$ cat src/dispatch_state_pkg.sv
// shared constants for the clip-stage thread-dispatch state descriptor
package dispatch_state_pkg;
   localparam int DW_W            = 32;
   localparam int ADDR_W          = 32;
   // second dword fields
   localparam int SINGLE_FLOW_BIT = 31;
   localparam int BT_CNT_HI       = 25;
   localparam int BT_CNT_LO       = 18;
   localparam int PRIO_BIT        = 17;
   localparam int FPMODE_BIT      = 16;
   localparam int ILL_OP_BIT      = 13;
   localparam int MASK_STK_BIT    = 11;
   localparam int SW_EXC_BIT      = 7;
   localparam logic [31:0] DW1_RSVD_MASK = 32'h7C00_D07F;
   // third dword fields
   localparam int SCR_BASE_HI     = 31;
   localparam int SCR_BASE_LO     = 10;
   localparam int SCR_SIZE_HI     = 3;
   localparam int SCR_SIZE_LO     = 0;
   localparam logic [3:0]  SCR_SIZE_MAX  = 4'hB;
   localparam logic [31:0] DW2_RSVD_MASK = 32'h0000_03F0;
   localparam int KB_SHIFT        = 10;
   // fourth dword fields
   localparam int CONST_LEN_HI    = 30;
   localparam int CONST_LEN_LO    = 25;
   localparam int VTX_LEN_HI      = 16;
   localparam int VTX_LEN_LO      = 11;
   localparam int VTX_OFF_HI      = 9;
   localparam int VTX_OFF_LO      = 4;
   localparam int START_REG_HI    = 3;
   localparam int START_REG_LO    = 0;
   // fifth dword field
   localparam int MAX_THR_HI      = 29;
   localparam int MAX_THR_LO      = 25;
   // thread control subregister one exception bits
   localparam int CR_ILL_OP_BIT   = 12;
   localparam int CR_MASK_STK_BIT = 11;
   localparam int CR_SW_EXC_BIT   = 13;
   localparam int CR_W            = 16;
   localparam int THR_IDX_W       = 5;
endpackage : dispatch_state_pkg
$ cat src/dispatch_state_if.sv
// link between the descriptor loader (driver side) and the dispatch decoder
`timescale 1ns/1ps
interface dispatch_state_if;
   import dispatch_state_pkg::*;
   logic                 load;        // one-cycle pulse: dwords valid
   logic [DW_W-1:0]      dw1;
   logic [DW_W-1:0]      dw2;
   logic [DW_W-1:0]      dw3;
   logic [DW_W-1:0]      dw4;
   logic                 spawn;       // one-cycle spawn request
   logic [THR_IDX_W-1:0] spawn_idx;   // thread slot being spawned
   logic                 spawn_ack;   // one-cycle, dispatch word valid
   logic [CR_W-1:0]      thread_control_subreg_one;
   logic [ADDR_W-1:0]    scratch_addr;
   logic [7:0]           bt_prefetch_cnt;
   logic                 priority_hi;
   logic                 fp_alt;
   logic [5:0]           const_len;
   logic [5:0]           vtx_len;
   logic [5:0]           vtx_off;
   logic [3:0]           payload_start_reg;
   logic [THR_IDX_W-1:0] max_threads_m1;
   logic                 cfg_error;   // level: illegal setting latched
   modport device (input load, dw1, dw2, dw3, dw4, spawn, spawn_idx,
                   output spawn_ack, thread_control_subreg_one, scratch_addr, bt_prefetch_cnt,
                   priority_hi, fp_alt, const_len, vtx_len, vtx_off, payload_start_reg, max_threads_m1,
                   cfg_error);
   modport driver (output load, dw1, dw2, dw3, dw4, spawn, spawn_idx,
                   input spawn_ack, thread_control_subreg_one, scratch_addr, bt_prefetch_cnt,
                   priority_hi, fp_alt, const_len, vtx_len, vtx_off, payload_start_reg, max_threads_m1,
                   cfg_error);
endinterface : dispatch_state_if

$ cat src/clip_thread_dispatch_state.sv
// device end: latches descriptor fields and builds per-thread dispatch words
//
// Operation
// - bit 31 one means single program flow
// - binding-table count used only for prefetch
// - software may zero count for big tables
// - bit 17 zero gives normal dispatch priority
// - bit 16 picks initial floating-point rules
// - illegal-opcode enable goes to control bit 12
// - mask-stack enable goes to control bit 11
// - software exception enable goes to bit 13
// - software writes zero into reserved bits
// - scratch base is 1KB offset from base
// - each spawned thread gets own scratch slice
// - slice size code 0..11 means 1KB..2MB
// - software reserves region for all threads
// - constant read length 0..63 register units
// - vertex read length 1..63 register units
// - software never programs vertex length zero
// - vertex read offset in register units
// - first payload register zero to fifteen
// - fifth dword limits active threads, minus one
`timescale 1ns/1ps
module clip_thread_dispatch_state
   import dispatch_state_pkg::*;
#(
   parameter logic [ADDR_W-1:0] GEN_STATE_BASE = 32'h0000_0000
) (
   input  wire logic     clk,
   input  wire logic     arst_n,
   dispatch_state_if.device lnk
);
   // dword one: prefetch count and start mode of spawned threads
   logic [7:0]           bt_cnt_q;
   logic                 prio_q;
   logic                 fp_q;
   // exception enables, kept in descriptor order until dispatch
   logic                 ill_q;
   logic                 mstk_q;
   logic                 swx_q;
   // dword two: scratch area and slice size code
   logic [21:0]          scr_base_q;
   logic [3:0]           scr_size_q;
   // dword three: payload shape
   logic [5:0]           const_len_q;
   logic [5:0]           vtx_len_q;
   logic [5:0]           vtx_off_q;
   logic [3:0]           start_reg_q;
   // dword four: concurrency limit, passed on for the thread counter
   logic [THR_IDX_W-1:0] max_thr_q;
   // status flag and per-spawn dispatch word
   logic                 err_q;
   logic [CR_W-1:0]      cr_q;
   logic [ADDR_W-1:0]    scr_addr_q;
   logic                 ack_q;
   // combinational views that feed the registers above
   logic                 fault_d;
   logic [CR_W-1:0]      cr_d;
   logic [ADDR_W-1:0]    scr_addr_d;

   // codes above the largest legal one clamp, so a bad code stays bounded
   function automatic logic [3:0] clamp_size(input logic [3:0] code);
      clamp_size = (code > SCR_SIZE_MAX) ? SCR_SIZE_MAX : code;
   endfunction : clamp_size

   // byte size of one per-thread slice: 1KB shifted up by the code
   function automatic logic [ADDR_W-1:0] slice_bytes(input logic [3:0] code);
      slice_bytes = ADDR_W'(1) << (KB_SHIFT + int'(clamp_size(code)));
   endfunction : slice_bytes

   // true when any bit under the mask is set; reserved fields must be zero
   function automatic logic rsvd_set(input logic [DW_W-1:0] dw, input logic [DW_W-1:0] mask);
      rsvd_set = |(dw & mask);
   endfunction : rsvd_set

   // thread control word: illegal-opcode and software enables land on bits that differ from the descriptor; mask-stack keeps bit 11
   function automatic logic [CR_W-1:0] cr_word(input logic ill, input logic mstk, input logic swx);
      logic [CR_W-1:0] w;
      w                  = '0;
      w[CR_ILL_OP_BIT]   = ill;
      w[CR_MASK_STK_BIT] = mstk;
      w[CR_SW_EXC_BIT]   = swx;
      cr_word = w;
   endfunction : cr_word

   // start of the slice owned by one slot; the slot is not checked against the limit
   function automatic logic [ADDR_W-1:0] slice_addr(input logic [21:0]          base,
                                                    input logic [3:0]           code,
                                                    input logic [THR_IDX_W-1:0] slot);
      logic [ADDR_W-1:0] area;
      area       = GEN_STATE_BASE + (ADDR_W'(base) << KB_SHIFT);
      slice_addr = area + ADDR_W'(slot) * slice_bytes(code);
   endfunction : slice_addr

   // settings the device cannot honour; behaviour stays defined anyway
   always_comb begin
      fault_d = !lnk.dw1[SINGLE_FLOW_BIT]
              | rsvd_set(lnk.dw1, DW1_RSVD_MASK)
              | rsvd_set(lnk.dw2, DW2_RSVD_MASK)
              | (lnk.dw2[SCR_SIZE_HI:SCR_SIZE_LO] > SCR_SIZE_MAX)
              | (lnk.dw3[VTX_LEN_HI:VTX_LEN_LO] == '0);
   end

   // next dispatch word, always from the descriptor latched before this edge
   always_comb begin
      cr_d       = cr_word(ill_q, mstk_q, swx_q);
      scr_addr_d = slice_addr(scr_base_q, scr_size_q, lnk.spawn_idx);
   end

   // dword one: prefetch count, priority and float mode
   always_ff @(posedge clk or negedge arst_n) begin
      if (!arst_n) begin
         bt_cnt_q <= 8'h00;
         prio_q   <= 1'b0;
         fp_q     <= 1'b0;
      end else if (lnk.load) begin
         bt_cnt_q <= lnk.dw1[BT_CNT_HI:BT_CNT_LO];
         prio_q   <= lnk.dw1[PRIO_BIT];
         fp_q     <= lnk.dw1[FPMODE_BIT];
      end
   end

   // dword one: exception enables, remapped only at dispatch
   always_ff @(posedge clk or negedge arst_n) begin
      if (!arst_n) begin
         ill_q  <= 1'b0;
         mstk_q <= 1'b0;
         swx_q  <= 1'b0;
      end else if (lnk.load) begin
         ill_q  <= lnk.dw1[ILL_OP_BIT];
         mstk_q <= lnk.dw1[MASK_STK_BIT];
         swx_q  <= lnk.dw1[SW_EXC_BIT];
      end
   end

   // dword two: scratch base and slice size code
   always_ff @(posedge clk or negedge arst_n) begin
      if (!arst_n) begin
         scr_base_q <= 22'h00_0000;
         scr_size_q <= 4'h0;
      end else if (lnk.load) begin
         scr_base_q <= lnk.dw2[SCR_BASE_HI:SCR_BASE_LO];
         scr_size_q <= lnk.dw2[SCR_SIZE_HI:SCR_SIZE_LO];
      end
   end

   // dword three: read lengths, offset and first payload register
   always_ff @(posedge clk or negedge arst_n) begin
      if (!arst_n) begin
         const_len_q <= 6'h00;
         vtx_len_q   <= 6'h01;
         vtx_off_q   <= 6'h00;
         start_reg_q <= 4'h0;
      end else if (lnk.load) begin
         const_len_q <= lnk.dw3[CONST_LEN_HI:CONST_LEN_LO];
         vtx_len_q   <= lnk.dw3[VTX_LEN_HI:VTX_LEN_LO];
         vtx_off_q   <= lnk.dw3[VTX_OFF_HI:VTX_OFF_LO];
         start_reg_q <= lnk.dw3[START_REG_HI:START_REG_LO];
      end
   end

   // dword four: active-thread limit, count minus one
   always_ff @(posedge clk or negedge arst_n) begin
      if (!arst_n) begin
         max_thr_q <= '0;
      end else if (lnk.load) begin
         max_thr_q <= lnk.dw4[MAX_THR_HI:MAX_THR_LO];
      end
   end

   // error flag follows each load, so a clean load clears it
   always_ff @(posedge clk or negedge arst_n) begin
      if (!arst_n) begin
         err_q <= 1'b0;
      end else if (lnk.load) begin
         err_q <= fault_d;
      end
   end

   // acknowledge follows every spawn by one cycle
   always_ff @(posedge clk or negedge arst_n) begin
      if (!arst_n) begin
         ack_q <= 1'b0;
      end else begin
         ack_q <= lnk.spawn;
      end
   end

   // dispatch word held until the next spawn; a load in the same cycle only
   // reaches later spawns, so one thread never mixes two descriptors
   always_ff @(posedge clk or negedge arst_n) begin
      if (!arst_n) begin
         cr_q       <= '0;
         scr_addr_q <= '0;
      end else if (lnk.spawn) begin
         cr_q       <= cr_d;
         scr_addr_q <= scr_addr_d;
      end
   end

   // handshake back to the loader
   assign lnk.spawn_ack                 = ack_q;
   assign lnk.thread_control_subreg_one = cr_q;
   assign lnk.scratch_addr              = scr_addr_q;
   // descriptor fields seen by the dispatcher
   assign lnk.bt_prefetch_cnt           = bt_cnt_q;
   assign lnk.priority_hi               = prio_q;
   assign lnk.fp_alt                    = fp_q;
   assign lnk.const_len                 = const_len_q;
   assign lnk.vtx_len                   = vtx_len_q;
   assign lnk.vtx_off                   = vtx_off_q;
   assign lnk.payload_start_reg         = start_reg_q;
   assign lnk.max_threads_m1            = max_thr_q;
   // status
   assign lnk.cfg_error                 = err_q;
endmodule : clip_thread_dispatch_state

$ cat src/flat_wrapper.sv
// flat-port wrapper written by rule: the top's interface ports become plain ports
module clip_thread_dispatch_state_flat import dispatch_state_pkg::*;
#(
   parameter logic [ADDR_W-1:0] GEN_STATE_BASE = 32'h0000_0000
)
  (clk, arst_n, lnk_load, lnk_dw1, lnk_dw2, lnk_dw3, lnk_dw4, lnk_spawn, lnk_spawn_idx, lnk_spawn_ack, lnk_thread_control_subreg_one, lnk_scratch_addr, lnk_bt_prefetch_cnt, lnk_priority_hi, lnk_fp_alt, lnk_const_len, lnk_vtx_len, lnk_vtx_off, lnk_payload_start_reg, lnk_max_threads_m1, lnk_cfg_error);
  dispatch_state_if lnk_i ();
  input  wire logic clk;
  input  wire logic arst_n;
  input wire logic [$bits(lnk_i.load)-1:0] lnk_load;
  input wire logic [$bits(lnk_i.dw1)-1:0] lnk_dw1;
  input wire logic [$bits(lnk_i.dw2)-1:0] lnk_dw2;
  input wire logic [$bits(lnk_i.dw3)-1:0] lnk_dw3;
  input wire logic [$bits(lnk_i.dw4)-1:0] lnk_dw4;
  input wire logic [$bits(lnk_i.spawn)-1:0] lnk_spawn;
  input wire logic [$bits(lnk_i.spawn_idx)-1:0] lnk_spawn_idx;
  output wire logic [$bits(lnk_i.spawn_ack)-1:0] lnk_spawn_ack;
  output wire logic [$bits(lnk_i.thread_control_subreg_one)-1:0] lnk_thread_control_subreg_one;
  output wire logic [$bits(lnk_i.scratch_addr)-1:0] lnk_scratch_addr;
  output wire logic [$bits(lnk_i.bt_prefetch_cnt)-1:0] lnk_bt_prefetch_cnt;
  output wire logic [$bits(lnk_i.priority_hi)-1:0] lnk_priority_hi;
  output wire logic [$bits(lnk_i.fp_alt)-1:0] lnk_fp_alt;
  output wire logic [$bits(lnk_i.const_len)-1:0] lnk_const_len;
  output wire logic [$bits(lnk_i.vtx_len)-1:0] lnk_vtx_len;
  output wire logic [$bits(lnk_i.vtx_off)-1:0] lnk_vtx_off;
  output wire logic [$bits(lnk_i.payload_start_reg)-1:0] lnk_payload_start_reg;
  output wire logic [$bits(lnk_i.max_threads_m1)-1:0] lnk_max_threads_m1;
  output wire logic [$bits(lnk_i.cfg_error)-1:0] lnk_cfg_error;
  assign lnk_i.load = lnk_load;
  assign lnk_i.dw1 = lnk_dw1;
  assign lnk_i.dw2 = lnk_dw2;
  assign lnk_i.dw3 = lnk_dw3;
  assign lnk_i.dw4 = lnk_dw4;
  assign lnk_i.spawn = lnk_spawn;
  assign lnk_i.spawn_idx = lnk_spawn_idx;
  assign lnk_spawn_ack = lnk_i.spawn_ack;
  assign lnk_thread_control_subreg_one = lnk_i.thread_control_subreg_one;
  assign lnk_scratch_addr = lnk_i.scratch_addr;
  assign lnk_bt_prefetch_cnt = lnk_i.bt_prefetch_cnt;
  assign lnk_priority_hi = lnk_i.priority_hi;
  assign lnk_fp_alt = lnk_i.fp_alt;
  assign lnk_const_len = lnk_i.const_len;
  assign lnk_vtx_len = lnk_i.vtx_len;
  assign lnk_vtx_off = lnk_i.vtx_off;
  assign lnk_payload_start_reg = lnk_i.payload_start_reg;
  assign lnk_max_threads_m1 = lnk_i.max_threads_m1;
  assign lnk_cfg_error = lnk_i.cfg_error;
  clip_thread_dispatch_state #(.GEN_STATE_BASE(GEN_STATE_BASE)) u_core (.clk(clk), .arst_n(arst_n), .lnk(lnk_i));
endmodule
$ cat config.mk
export PLATFORM = sky130hd
export DESIGN_NAME = clip_thread_dispatch_state_flat
export DESIGN_NICKNAME = d
export VERILOG_FILES = /design/src/dispatch_state_pkg.sv /design/src/dispatch_state_if.sv /design/src/clip_thread_dispatch_state.sv /design/src/flat_wrapper.sv
export SDC_FILE = /design/constraint.sdc
export NUM_CORES = 1
export LEC_CHECK = 0
export BUFFER_PORTS_ARGS = -buffer_cell sky130_fd_sc_hd__buf_4
export CORE_MARGIN = 4
export CORE_UTILIZATION = 45
export DETAILED_ROUTE_END_ITERATION = 12
export PLACE_DENSITY = 0.69
export SETUP_SLACK_MARGIN = 0.1
export SLEW_MARGIN = 20
export SYNTH_ARGS = -nofsm -noshare
export SYNTH_HDL_FRONTEND = slang
export SYNTH_SLANG_ARGS = --single-unit
$ cat constraint.sdc
create_clock -name clk -period 13.1 [get_ports clk]
set_clock_uncertainty 0.15 [all_clocks]
set_input_delay 1.31 -clock clk [delete_from_list [all_inputs] [get_ports clk]]
set_output_delay 1.31 -clock clk [all_outputs]
set_load 0.1 [all_outputs]
## Word-level counts from Yosys, hierarchy flattened

Index checks and enable logic that the tools add are counted.

- Input port bits: 137
- Register bits after elaboration: 103
- Output and inout port bits: 87

- Multiplexer cells: 1
- Magnitude comparators: 2
- Shift operators: 1
- Multiply operators: 1
- Reductions and logical operators: 4
- Add/sub/neg operators: 2
- Bitwise gates (word level): 4

Operators by type and width:

| cell | count |
|---|---|
| $add A32 B32 Y32 | 1 |
| $mul A5 B32 Y32 | 1 |
| $shl A1 B32 Y32 const A | 1 |
| $reduce_or A15 Y1 | 1 |
| $gt A4 B4 Y1 const B | 2 |
| $logic_not A6 Y1 | 1 |
| $reduce_or A6 Y1 | 1 |
| $add A4 B4 Y5 const A | 1 |
| $mux W4 | 1 |
| $or A1 B1 Y1 | 4 |
| $logic_not A1 Y1 | 1 |

## Longest topological paths before layout

Gate-level depths: netlist of run 1.

- Depth after elaboration: 6
- Mapped depth: 25

## Worst setup path before layout of run 1

OpenSTA, ideal clock, no wires.

- Path type: reg2reg
- Start: reg u_core.scr_size_q[1]
- End: reg u_core.scr_addr_q[31] (netlist: u_core.lnk.scratch_addr[31])
- Clock period less this slack: 6.060 ns
- Required time: 12.818 ns
- Data arrival time: 5.778 ns
- Cell stages (with the launch flop): 24
- Setup slack: 7.040 ns
- Library setup time: 0.132 ns
- Cell sequence: dfrtp_1 -> clkbuf_1 -> or2_2 -> ha_1 -> clkbuf_1 -> nor2b_1 -> nand2_1 -> a21o_1 -> nor2_1 -> and2_1 -> fa_1 -> fa_1 -> inv_1 -> fa_1 -> inv_1 -> ha_1 -> a211oi_1 -> o21ai_0 -> a211o_1 -> a21oi_2 -> o21ai_1 -> a2111oi_2 -> nor3_1 -> or3b_1

- Word-level cells in the longest chain between the ends: 6

Ends and longest elaborated chain:

| what | line | RTL |
|---|---|---|
| start, declared | clip_thread_dispatch_state.sv:43 | `logic [3:0] scr_size_q;` |
| start signal, assigned | clip_thread_dispatch_state.sv:143 | `scr_size_q <= lnk.dw2[SCR_SIZE_HI:SCR_SIZE_LO];` |
| $gt A4 B4 Y1 | clip_thread_dispatch_state.sv:63 | `clamp_size = (code > SCR_SIZE_MAX) ? SCR_SIZE_MAX : code;` |
| $mux W4 * | clip_thread_dispatch_state.sv:63 |  |
| $add A4 B4 Y5 * | clip_thread_dispatch_state.sv:68 | `slice_bytes = ADDR_W'(1) << (KB_SHIFT + int'(clamp_size(code)));` |
| $shl A1 B32 Y32 * | clip_thread_dispatch_state.sv:68 |  |
| $mul A5 B32 Y32 * | clip_thread_dispatch_state.sv:92 | `slice_addr = area + ADDR_W'(slot) * slice_bytes(code);` |
| $add A32 B32 Y32 * | clip_thread_dispatch_state.sv:92 |  |
| end signal, assigned | clip_thread_dispatch_state.sv:197 | `scr_addr_q <= scr_addr_d;` |
| end, declared | clip_thread_dispatch_state.sv:54 | `logic [ADDR_W-1:0] scr_addr_q;` |

Every way passes the cells marked *; elsewhere a longest branch is shown, timed or not.
A chain may end at the register's enable or synchronous reset.

## Worst setup path in the final report of run 1

- Start: reg u_core.scr_size_q[2]
- End: reg u_core.scr_addr_q[23] (netlist: u_core.lnk.scratch_addr[23])

The elaborated chain is that of the path after synthesis.

==> results of run 1 <==
## logic make-up after synthesis
| kind of cell | after synthesis | share of synthesized area, % |
|---|---|---|
| AO/OA/AOI/OAI | 125 | 8.71 |
| multiplexers | 85 | 10.2 |
| AND/OR/NAND/NOR | 286 | 16.3 |
| XOR/XNOR | 22 | 2.06 |
| adder cells (fa/ha/maj) | 146 | 27.9 |
| other | 1 | 0.0402 |
| buffers and inverters | 160 | 7.08 |
| flip-flops | 103 | 27.6 |
## per-stage QoR
| stage | hold slack, ns | setup slack, ns | std cells | area, um2 | util, % |
|---|---|---|---|---|---|
| 3_5_place_dp | 0.327 | 6.11 | 1327 | 10700 | 52.9 |
| 3_3_place_gp | 0.324 | 6.19 | 1327 | 10700 | 52.9 |
| 2_1_floorplan | 0.325 | 7.04 | 940 | 9380 | - |
| 6_report | 0.339 | 6.03 | 1343 | 11000 | 54.4 |
| 4_1_cts | 0.349 | 6.07 | 1343 | 11000 | 54.4 |
| 5_1_grt | 0.363 | 5.63 | 1343 | 11000 | 54.4 |
## layer usage
layer / global-route usage, % / part of all wire, % / vias up
met2: 32.9 / 50 / 178
met5: 0 / 0 / -
met4: 4.92 / 1.3 / 0
met3: 4.89 / 6.4 / 20
met1: 24.6 / 42 / 3448
li1: - / - / 3324
## worst max-delay path, stage by stage, from the launching register on
cell and delay [ns]:
dfrtp_1 0.52, and2_1 0.25, or2_2 0.29, ha_1 0.40, nor2_1 0.14, nand2_1 0.17, nor3_1 0.63, nand2_1 0.17
fa_1 0.54, fa_1 0.53, fa_1 0.54, fa_1 0.47, nor2b_1 0.26, o31a_1 0.27, o211ai_1 0.23, o41ai_1 0.72
a21o_1 0.21, a21oi_1 0.07, xnor2_1 0.13, mux2_2 0.26
## synth_stat cells, types with 24 or more instances
cell type,instances,area (um2)
inv_1,105,394
dfrtp_1,102,2550
mux2_2,84,946
o21ai_0,36,180
nor2_1,46,173
nand2_1,48,180
fa_1,104,2080
ha_1,42,526
nor3_1,38,190
and2_1,88,551
clkbuf_1,36,135
a21oi_1,24,120
## final timing paths
kind | startpoint | end | slack, ns | depth (start not counted)
min | u_core.lnk.scratch_addr[4]$_DFFE_PN0P_ | u_core.lnk.scratch_addr[4]$_DFFE_PN0P_ | 0.34 | 2
max in group asynchronous | arst_n | u_core.scr_base_q[11]$_DFFE_PN0P_ | 10.80 | 2
min in group asynchronous | arst_n | u_core.lnk.scratch_addr[3]$_DFFE_PN0P_ | 0.73 | 1
max reg2reg | u_core.scr_size_q[2]$_DFFE_PN0P_ | u_core.lnk.scratch_addr[23]$_DFFE_PN0P_ | 6.03 | 19
max | u_core.scr_size_q[2]$_DFFE_PN0P_ | u_core.lnk.scratch_addr[23]$_DFFE_PN0P_ | 6.03 | 19
min reg2reg | u_core.lnk.scratch_addr[4]$_DFFE_PN0P_ | u_core.lnk.scratch_addr[4]$_DFFE_PN0P_ | 0.34 | 2
## area by class of cell
cell class / instances / area, um2
repair buffers: 171 / 1280
multi-input cells: 677 / 6140
flip-flops and latches: 103 / 2580
clock buffers: 9 / 225
well taps: 270 / 338
fillers: 1878 / 9260
clock inverters: 7 / 75.1
inverters: 106 / 398
## power by group through the flow
stage | Clock [mW] | Combinational (mW) | Sequential [mW]
CTS | 0.289 | 0.760 | 0.404
global route | 0.300 | 0.804 | 0.411
global placement | 0 | 0.752 | 0.407
finish | 0.279 | 0.753 | 0.403
detailed placement | 0 | 0.756 | 0.410
floorplan | 0 | 0.275 | 0.720
==> results.ini, run 1 <==
[critical_path]
critical_path_class=reg2reg
critPathArrivalTime_ns=7.17
start_kind=flip-flop
required_ns=13.20
cp_max_fo=13
endpoint_kind=flip-flop

[synthesis]
async_flop_share_pct=100
netlist_area_mm2=0.00933
synth_cells=928
synth.avg_cell_area_um2=10.1
synthFlopType=dfrtp_1
yosys_warnings=0
ys_ff_latch=103
synth-seq-area-share_pct=27.6
synth_edf_count=0
synth.distinct_cells=60

[timing]
fin_crit_sh_pct=54.0
drv_slew=0
hold_viol_final=0
tns_ns=0
rsz0062_at_grt=false
setup_violations=0
min_period_ns=7.07
slew_headroom_pct=39.3
fmax_ghz=0.141
worst_pin_slew_ns=0.888

[grt]
grt_pass1_vias=7498
globalRouteTotalUtil_pct=19.3
grt_pass1_wl_um=37100
grt_max_degree=75
grt_overflow_total=0
antenna_found_initial=0

[flow_run]
cap_violations=0

[floorplan]
coreArea_mm2=0.0203
die_h_um=152
num_rows=52
start_util_pct=46.0
io_pins=224
fp.dieArea_mm2=0.0231
die_w_um=152

[detailed_routing]
wl_per_cell_um=16.2
drt_iter0_drc=296
drt_wl_total_um=21800
postRouteAntennaNets=0
drcViolationCount=0
viasPerCell=5.19
vias=6970
dr.pass1.iters=6

[finish]
final_cell_mix=buf_4, inv_1, fa_1
largest_reg_flops=32
layout-drive-gt1-share_pct=26.6
final_nets=1351
areaGrowthSynthToFinish_pct=18.3
antenna_cells=0
layout_commonest_cell=buf_4

[clock_network]
cts_setup_buffers=0
cts_root_buf=clkbuf_16
tritoncts=yes
cts_buffers=9
clk_pin_slew_ns=0.08
cts_resized=0
htreeDepth=3
worstSkewPairLatency_ns=0.37
cts_buffer_depth=2
postCtsHoldBufs=0
clkSinkCount=103

[placed_design]
dp_hpwl_um=17000
numPortBuffers=170
place.gp.congestion=0.890

[power]
switching_power_mw=0.722
pwr-share-comb_pct=52.5
power_density_mw_per_mm2=130
p_leak_nw=5.35
p_sw_share_pct=50.3
finalPower_mw=1.44
p_int_mw=0.714
vdd.ir_drop.worst_uv=99.7
p_clk_share_pct=19.4
power_frac_seq_pct=28.1

[status]
status=complete, no violations

[worst_hold_path]
hp-class=reg2reg

Note: power is estimated with default switching activity, not from simulation.
==> run 2: changes to the inputs <==
--- a/config.mk
+++ b/config.mk
@@ -9,7 +9,7 @@
 export CORE_MARGIN = 4
 export CORE_UTILIZATION = 45
 export DETAILED_ROUTE_END_ITERATION = 12
-export PLACE_DENSITY = 0.69
+export PLACE_DENSITY = 0.72
 export SETUP_SLACK_MARGIN = 0.1
 export SLEW_MARGIN = 20
 export SYNTH_ARGS = -nofsm -noshare
==> constraint.sdc (replaced) <==
create_clock -name clk -period 5.7 [get_ports clk]
set_clock_uncertainty 0.15 [all_clocks]
set_input_delay 0.57 -clock clk [delete_from_list [all_inputs] [get_ports clk]]
set_output_delay 0.57 -clock clk [all_outputs]
set_load 0.1 [all_outputs]
==> run 2 against run 1 <==
The flow now finishes with violations (negative setup slack). Critical path type unchanged. Final area is 15% higher. Fmax increased by 23%. Setup slack lost 6.1 ns. Register-to-register slack got worse by 6.1 ns.
==> results.ini, run 2 (same netlist as run 1, synthesis figures left out) <==
[critical_path]
critPathArrivalTime_ns=5.84
required_ns=5.79
cpMostUsedCell=buf_4
crit_slowest_cell=fa_2
endpoint_kind=flip-flop
timing.reg2reg.setup_slack_ns=-0.05
path_cells=and2_4, or2_4, ha_4, nor2_1, nand2_1, buf_4, nor3_2, buf_4, nand2_1, fa_1, fa_1, fa_2, buf_4, fa_2, nor2b_2, o31a_1, o211a_1, a21oi_4, o21ai_4, a2111oi_4, nor3_1, or3b_1
cpPeakStageDelay_ns=0.62
start_kind=flip-flop
critical_path_class=reg2reg
cp_max_fo=6

[timing]
worst_slack_ns=-0.0516
setup_violations=4
slew_headroom_pct=41.1
hold_viol_final=0
worst_pin_slew_ns=0.883
min_period_ns=5.75
tns_ns=-0.117
fmax_ghz=0.174
rsz0062_at_grt=true
drv_slew=0
fin_crit_sh_pct=101

[placed_design]
numPortBuffers=170
dp_slack_ns=-0.291
dp_hpwl_um=18500
place.gp.congestion=0.868
dp.cells=1451
placed_area_mm2=0.0118

[clock_network]
tritoncts=yes
htreeDepth=3
cts_root_buf=clkbuf_16
clk_pin_slew_ns=0.08
postCtsHoldBufs=0
cts_buffers=9
worstSkewPairLatency_ns=0.36
clkSinkCount=103
cts_buffer_depth=2

[finish]
largest_reg_flops=32
layout-drive-gt1-share_pct=42.4
num-fill-cells=1670
layout_commonest_cell=buf_4
final_cell_mix=buf_4, fa_1, dfrtp_1
final_nets=1494
fin_area_mm2=0.0127
areaGrowthSynthToFinish_pct=36.5
fin_cells=1486
antenna_cells=0

[grt]
antenna_found_initial=0
grt_max_degree=75
globalRouteTotalUtil_pct=20.8
grt_pass1_wl_um=40300
grt_pass1_vias=8590
grt_overflow_total=0

[detailed_routing]
route.met2.wl_um=12900
drcViolationCount=0
wl_met3_um=1310
top_layer=met4
drt_wl_total_um=24000
vias=7618
wl_met1_um=9450
dr.pass1.iters=4
viasPerCell=5.13
drt_iter0_drc=316
postRouteAntennaNets=0
wl_per_cell_um=16.2

[power]
pwr-share-comb_pct=56.1
p_sw_share_pct=48.3
p_clk_share_pct=18.4
p_int_mw=1.86
power_density_mw_per_mm2=283
switching_power_mw=1.74
power_frac_seq_pct=25.4
finalPower_mw=3.61
vdd.ir_drop.worst_uv=199
p_leak_nw=6.20

[floorplan]
num_rows=52
start_util_pct=46.0
coreArea_mm2=0.0203
die_h_um=152
fp.dieArea_mm2=0.0231
io_pins=224
die_w_um=152

[worst_hold_path]
hp-class=in2async

[status]
violations=negative setup slack
status=complete, but fails checks

[flow_run]
cap_violations=0

==> run 2: cell types whose count changed in the layout (fill, tap and decap cells not counted), sizes merged <==
cell,delta
buf,+143
bufinv,+1
clkinv,-2
clkinvlp,+1
==> run 2: layer usage <==
metal  vias up  GRT usage [%]
li1       3610              -
met5         -              0
met2       189           38.8
met1      3787           24.4
met3        32           4.81
met4         0           4.32
==> run 2: repair_timing <==
item                       CTS  global route
pin swaps                   43            17
setup endpoints to repair   16            20
resized for setup           57            58
cloned                       0             0
buffers inserted             9            11
==> run 2: power groups by stage <==
stage,registers (mW),clock network (mW),logic [mW]
after floorplan,1.66,0,0.667
after global placement,0.928,0,1.90
after detailed placement,0.933,0,1.92
after CTS,0.919,0.691,1.97
after global routing,0.934,0.723,2.15
final,0.918,0.666,2.02
==> run 2: final cells by class <==
cell class                      instances  area (um2)  share of cell area, %
Sequential cell                       103        2580                   20.2
Tap cell                              270         338                   2.65
Timing Repair Buffer                  314        2390                   18.7
Clock buffer                            9         225                   1.77
Inverter                              106         398                   3.12
Multi-Input combinational cell        677        6720                   52.8
Clock inverter                          7        88.8                  0.697
==> run 2: per-stage QoR <==
step	utilization (%)	hold slack (ns)
finish	62.7	0.0955
global route	62.7	0.146
CTS	61.1	0.121
detailed placement	58.0	0.320
global placement	58.0	0.319
floorplan	-	0.124
==> run 2: worst paths after layout <==
kind	start	endpoint	cells past startpoint
setup / recovery	u_core.scr_size_q[2]$_DFFE_PN0P_	u_core.lnk.scratch_addr[31]$_DFFE_PN0P_	22
hold / removal	arst_n	u_core.lnk.scratch_addr[0]$_DFFE_PN0P_	1
setup reg to reg	u_core.scr_size_q[2]$_DFFE_PN0P_	u_core.lnk.scratch_addr[31]$_DFFE_PN0P_	22
hold reg to reg	u_core.lnk.scratch_addr[13]$_DFFE_PN0P_	u_core.lnk.scratch_addr[13]$_DFFE_PN0P_	1
max in group asynchronous	arst_n	u_core.lnk.scratch_addr[12]$_DFFE_PN0P_	2
min in group clk	lnk_dw2[13]	u_core.scr_base_q[3]$_DFFE_PN0P_	3
==> run 2: worst max-delay path: cells and delay by family, from the launching register on <==
kind | cells | cell delay [ns]
AND/OR/NAND/NOR | 9 | 1.26
adder cells (fa/ha/maj) | 5 | 2.09
AO/OA/AOI/OAI | 5 | 1.29
buffers and inverters | 3 | 0.43
flip-flops | 1 | 0.39
==> run 3: changes to the inputs <==
--- a/config.mk
+++ b/config.mk
@@ -10,6 +10,7 @@
 export CORE_UTILIZATION = 45
 export DETAILED_ROUTE_END_ITERATION = 12
 export PLACE_DENSITY = 0.72
+export RECOVER_POWER = 50
 export SETUP_SLACK_MARGIN = 0.1
 export SLEW_MARGIN = 20
 export SYNTH_ARGS = -nofsm -noshare
==> run 3 against run 2 <==
The run ends with max-capacitance violations, max-slew violations, negative setup slack left. Worst hold slack better by 0.17 ns. Count of clock-buffer cells in the layout stayed put. Critical path depth stayed put. Sequential power hardly changed. Global-route usage stayed put. Routed wire length is 0.21% lower. Final cell count stayed put. Largest power group unchanged. Non-clock buffer count stayed put.
==> results.ini, run 3 (same netlist as run 1, synthesis figures left out) <==
[status]
status=complete, but fails checks
violations=max-capacitance violations, max-slew violations, negative setup slack

[critical_path]
cpPeakStageDelay_ns=0.62
cp_max_fo=6
crit_slowest_cell=fa_2
cp-startpoint=u_core.scr_size_q[2]$_DFFE_PN0P_
required_ns=5.79
start_kind=flip-flop
cpMostUsedCell=buf_4
path_cells=and2_4, or2_4, ha_4, nor2_1, nand2_1, buf_4, nor3_2, buf_4, nand2_1, fa_1, fa_1, fa_2, buf_4, fa_2, nor2b_2, o31a_1, o211a_1, a21oi_4, o21ai_4, a2111oi_4, nor3_1, or3b_1
critPathArrivalTime_ns=5.84
endpoint_kind=flip-flop
critical_path_class=reg2reg
rr_startpoint=u_core.scr_size_q[2]$_DFFE_PN0P_

[detailed_routing]
drt_iter0_drc=335
postRouteAntennaNets=0
wl_met1_um=9370
viasPerCell=5.15
dr.pass1.iters=5
vias=7653
route.met2.wl_um=12900
drt_wl_total_um=24000
wl_met3_um=1340
drcViolationCount=0
wl_per_cell_um=16.1
top_layer=met4

[clock_network]
tritoncts=yes
htreeDepth=3
cts_buffer_depth=2
worstSkewPairLatency_ns=0.36
postCtsHoldBufs=0
cts_buffers=9
clk_pin_slew_ns=0.08
clkSinkCount=103
cts_root_buf=clkbuf_16

[timing]
tns_ns=-0.114
fin_crit_sh_pct=101
drv_slew=129
min_period_ns=5.75
hold_viol_final=0
setup_violations=4
slew_headroom_pct=-146
worst_pin_slew_ns=3.70
fin_hold_ws_ns=0.262
rsz0062_at_grt=true
fmax_ghz=0.174
worst_slack_ns=-0.0520

[grt]
grt_overflow_total=0
grt_max_degree=75
grt_pass1_vias=8590
grt_pass1_wl_um=40300
antenna_found_initial=0
globalRouteTotalUtil_pct=20.8

[floorplan]
coreArea_mm2=0.0203
die_h_um=152
io_pins=224
fp.dieArea_mm2=0.0231
start_util_pct=46.0
die_w_um=152
num_rows=52

[finish]
layout-drive-gt1-share_pct=42.2
layout_commonest_cell=buf_4
antenna_cells=0
fin_area_mm2=0.0127
largest_reg_flops=32
final_cell_mix=buf_4, fa_1, dfrtp_1
fin_cells=1486
areaGrowthSynthToFinish_pct=36.4
num-fill-cells=1673
fin_util_pct=62.7
final_nets=1494

[placed_design]
placed_area_mm2=0.0118
numPortBuffers=170
dp_hpwl_um=18500
dp_slack_ns=-0.291
dp.cells=1451
place.gp.congestion=0.868

[flow_run]
cap_violations=2

[power]
power_density_mw_per_mm2=284
vdd.ir_drop.worst_uv=199
finalPower_mw=3.61
p_leak_nw=6.19

[worst_hold_path]
hp-class=in2reg
hp-start=lnk_dw2[12]

## run 3: changes by cell type in the layout (fill, tap and decap cells not counted), sizes merged
cell	before	now
buf	314	311
clkbuf	9	12
## run 3: final cells by class
cell class | count | area [um2] | share of cell area (%)
Sequential cell | 103 | 2580 | 20.3
Multi-Input combinational cell | 677 | 6720 | 52.8
Inverter | 106 | 398 | 3.13
Tap cell | 270 | 338 | 2.65
Timing Repair Buffer | 314 | 2380 | 18.7
Clock buffer | 9 | 225 | 1.77
Clock inverter | 7 | 88.8 | 0.698
## run 3: timing repair
| action | CTS | global route |
|---|---|---|
| endpoints found under the setup margin | 16 | 20 |
| setup buffers | 9 | 11 |
| pin swaps | 43 | 17 |
| resized for setup | 57 | 58 |
## run 3: final timing paths
kind	end	slack, ns	cells past startpoint
worst max-delay path	u_core.lnk.scratch_addr[31]$_DFFE_PN0P_	-0.05	22
min in group asynchronous	u_core.lnk.scratch_addr[0]$_DFFE_PN0P_	0.97	1
worst min register to register	u_core.lnk.scratch_addr[13]$_DFFE_PN0P_	0.33	1
max in group asynchronous	u_core.lnk.scratch_addr[12]$_DFFE_PN0P_	1.98	2
worst min-delay path	u_core.scr_base_q[2]$_DFFE_PN0P_	0.26	3
worst max register to register	u_core.lnk.scratch_addr[31]$_DFFE_PN0P_	-0.05	22
## run 3: routing by layer
| layer | track usage, % | up-vias |
|---|---|---|
| li1 | - | 3614 |
| met1 | 24.4 | 3808 |
| met2 | 38.8 | 200 |
| met3 | 4.81 | 31 |
| met4 | 4.32 | 0 |
| met5 | 0 | - |
## run 3: critical path: cells and delay by family, from the launching register on
kind | cells | cell delay (ns)
DFF | 1 | 0.39
AOI/OAI and AO/OA | 5 | 1.29
buffers and inverters | 3 | 0.43
and+or+nand+nor | 9 | 1.26
adders and majority gates | 5 | 2.10
## run 3: power breakdown
part | internal [mW] | total [mW] | leakage, nW | switching [mW]
combinational | 0.666 | 2.03 | 4.81 | 1.36
sequential | 0.850 | 0.918 | 1.23 | 0.0679
clock | 0.352 | 0.668 | 0.152 | 0.315
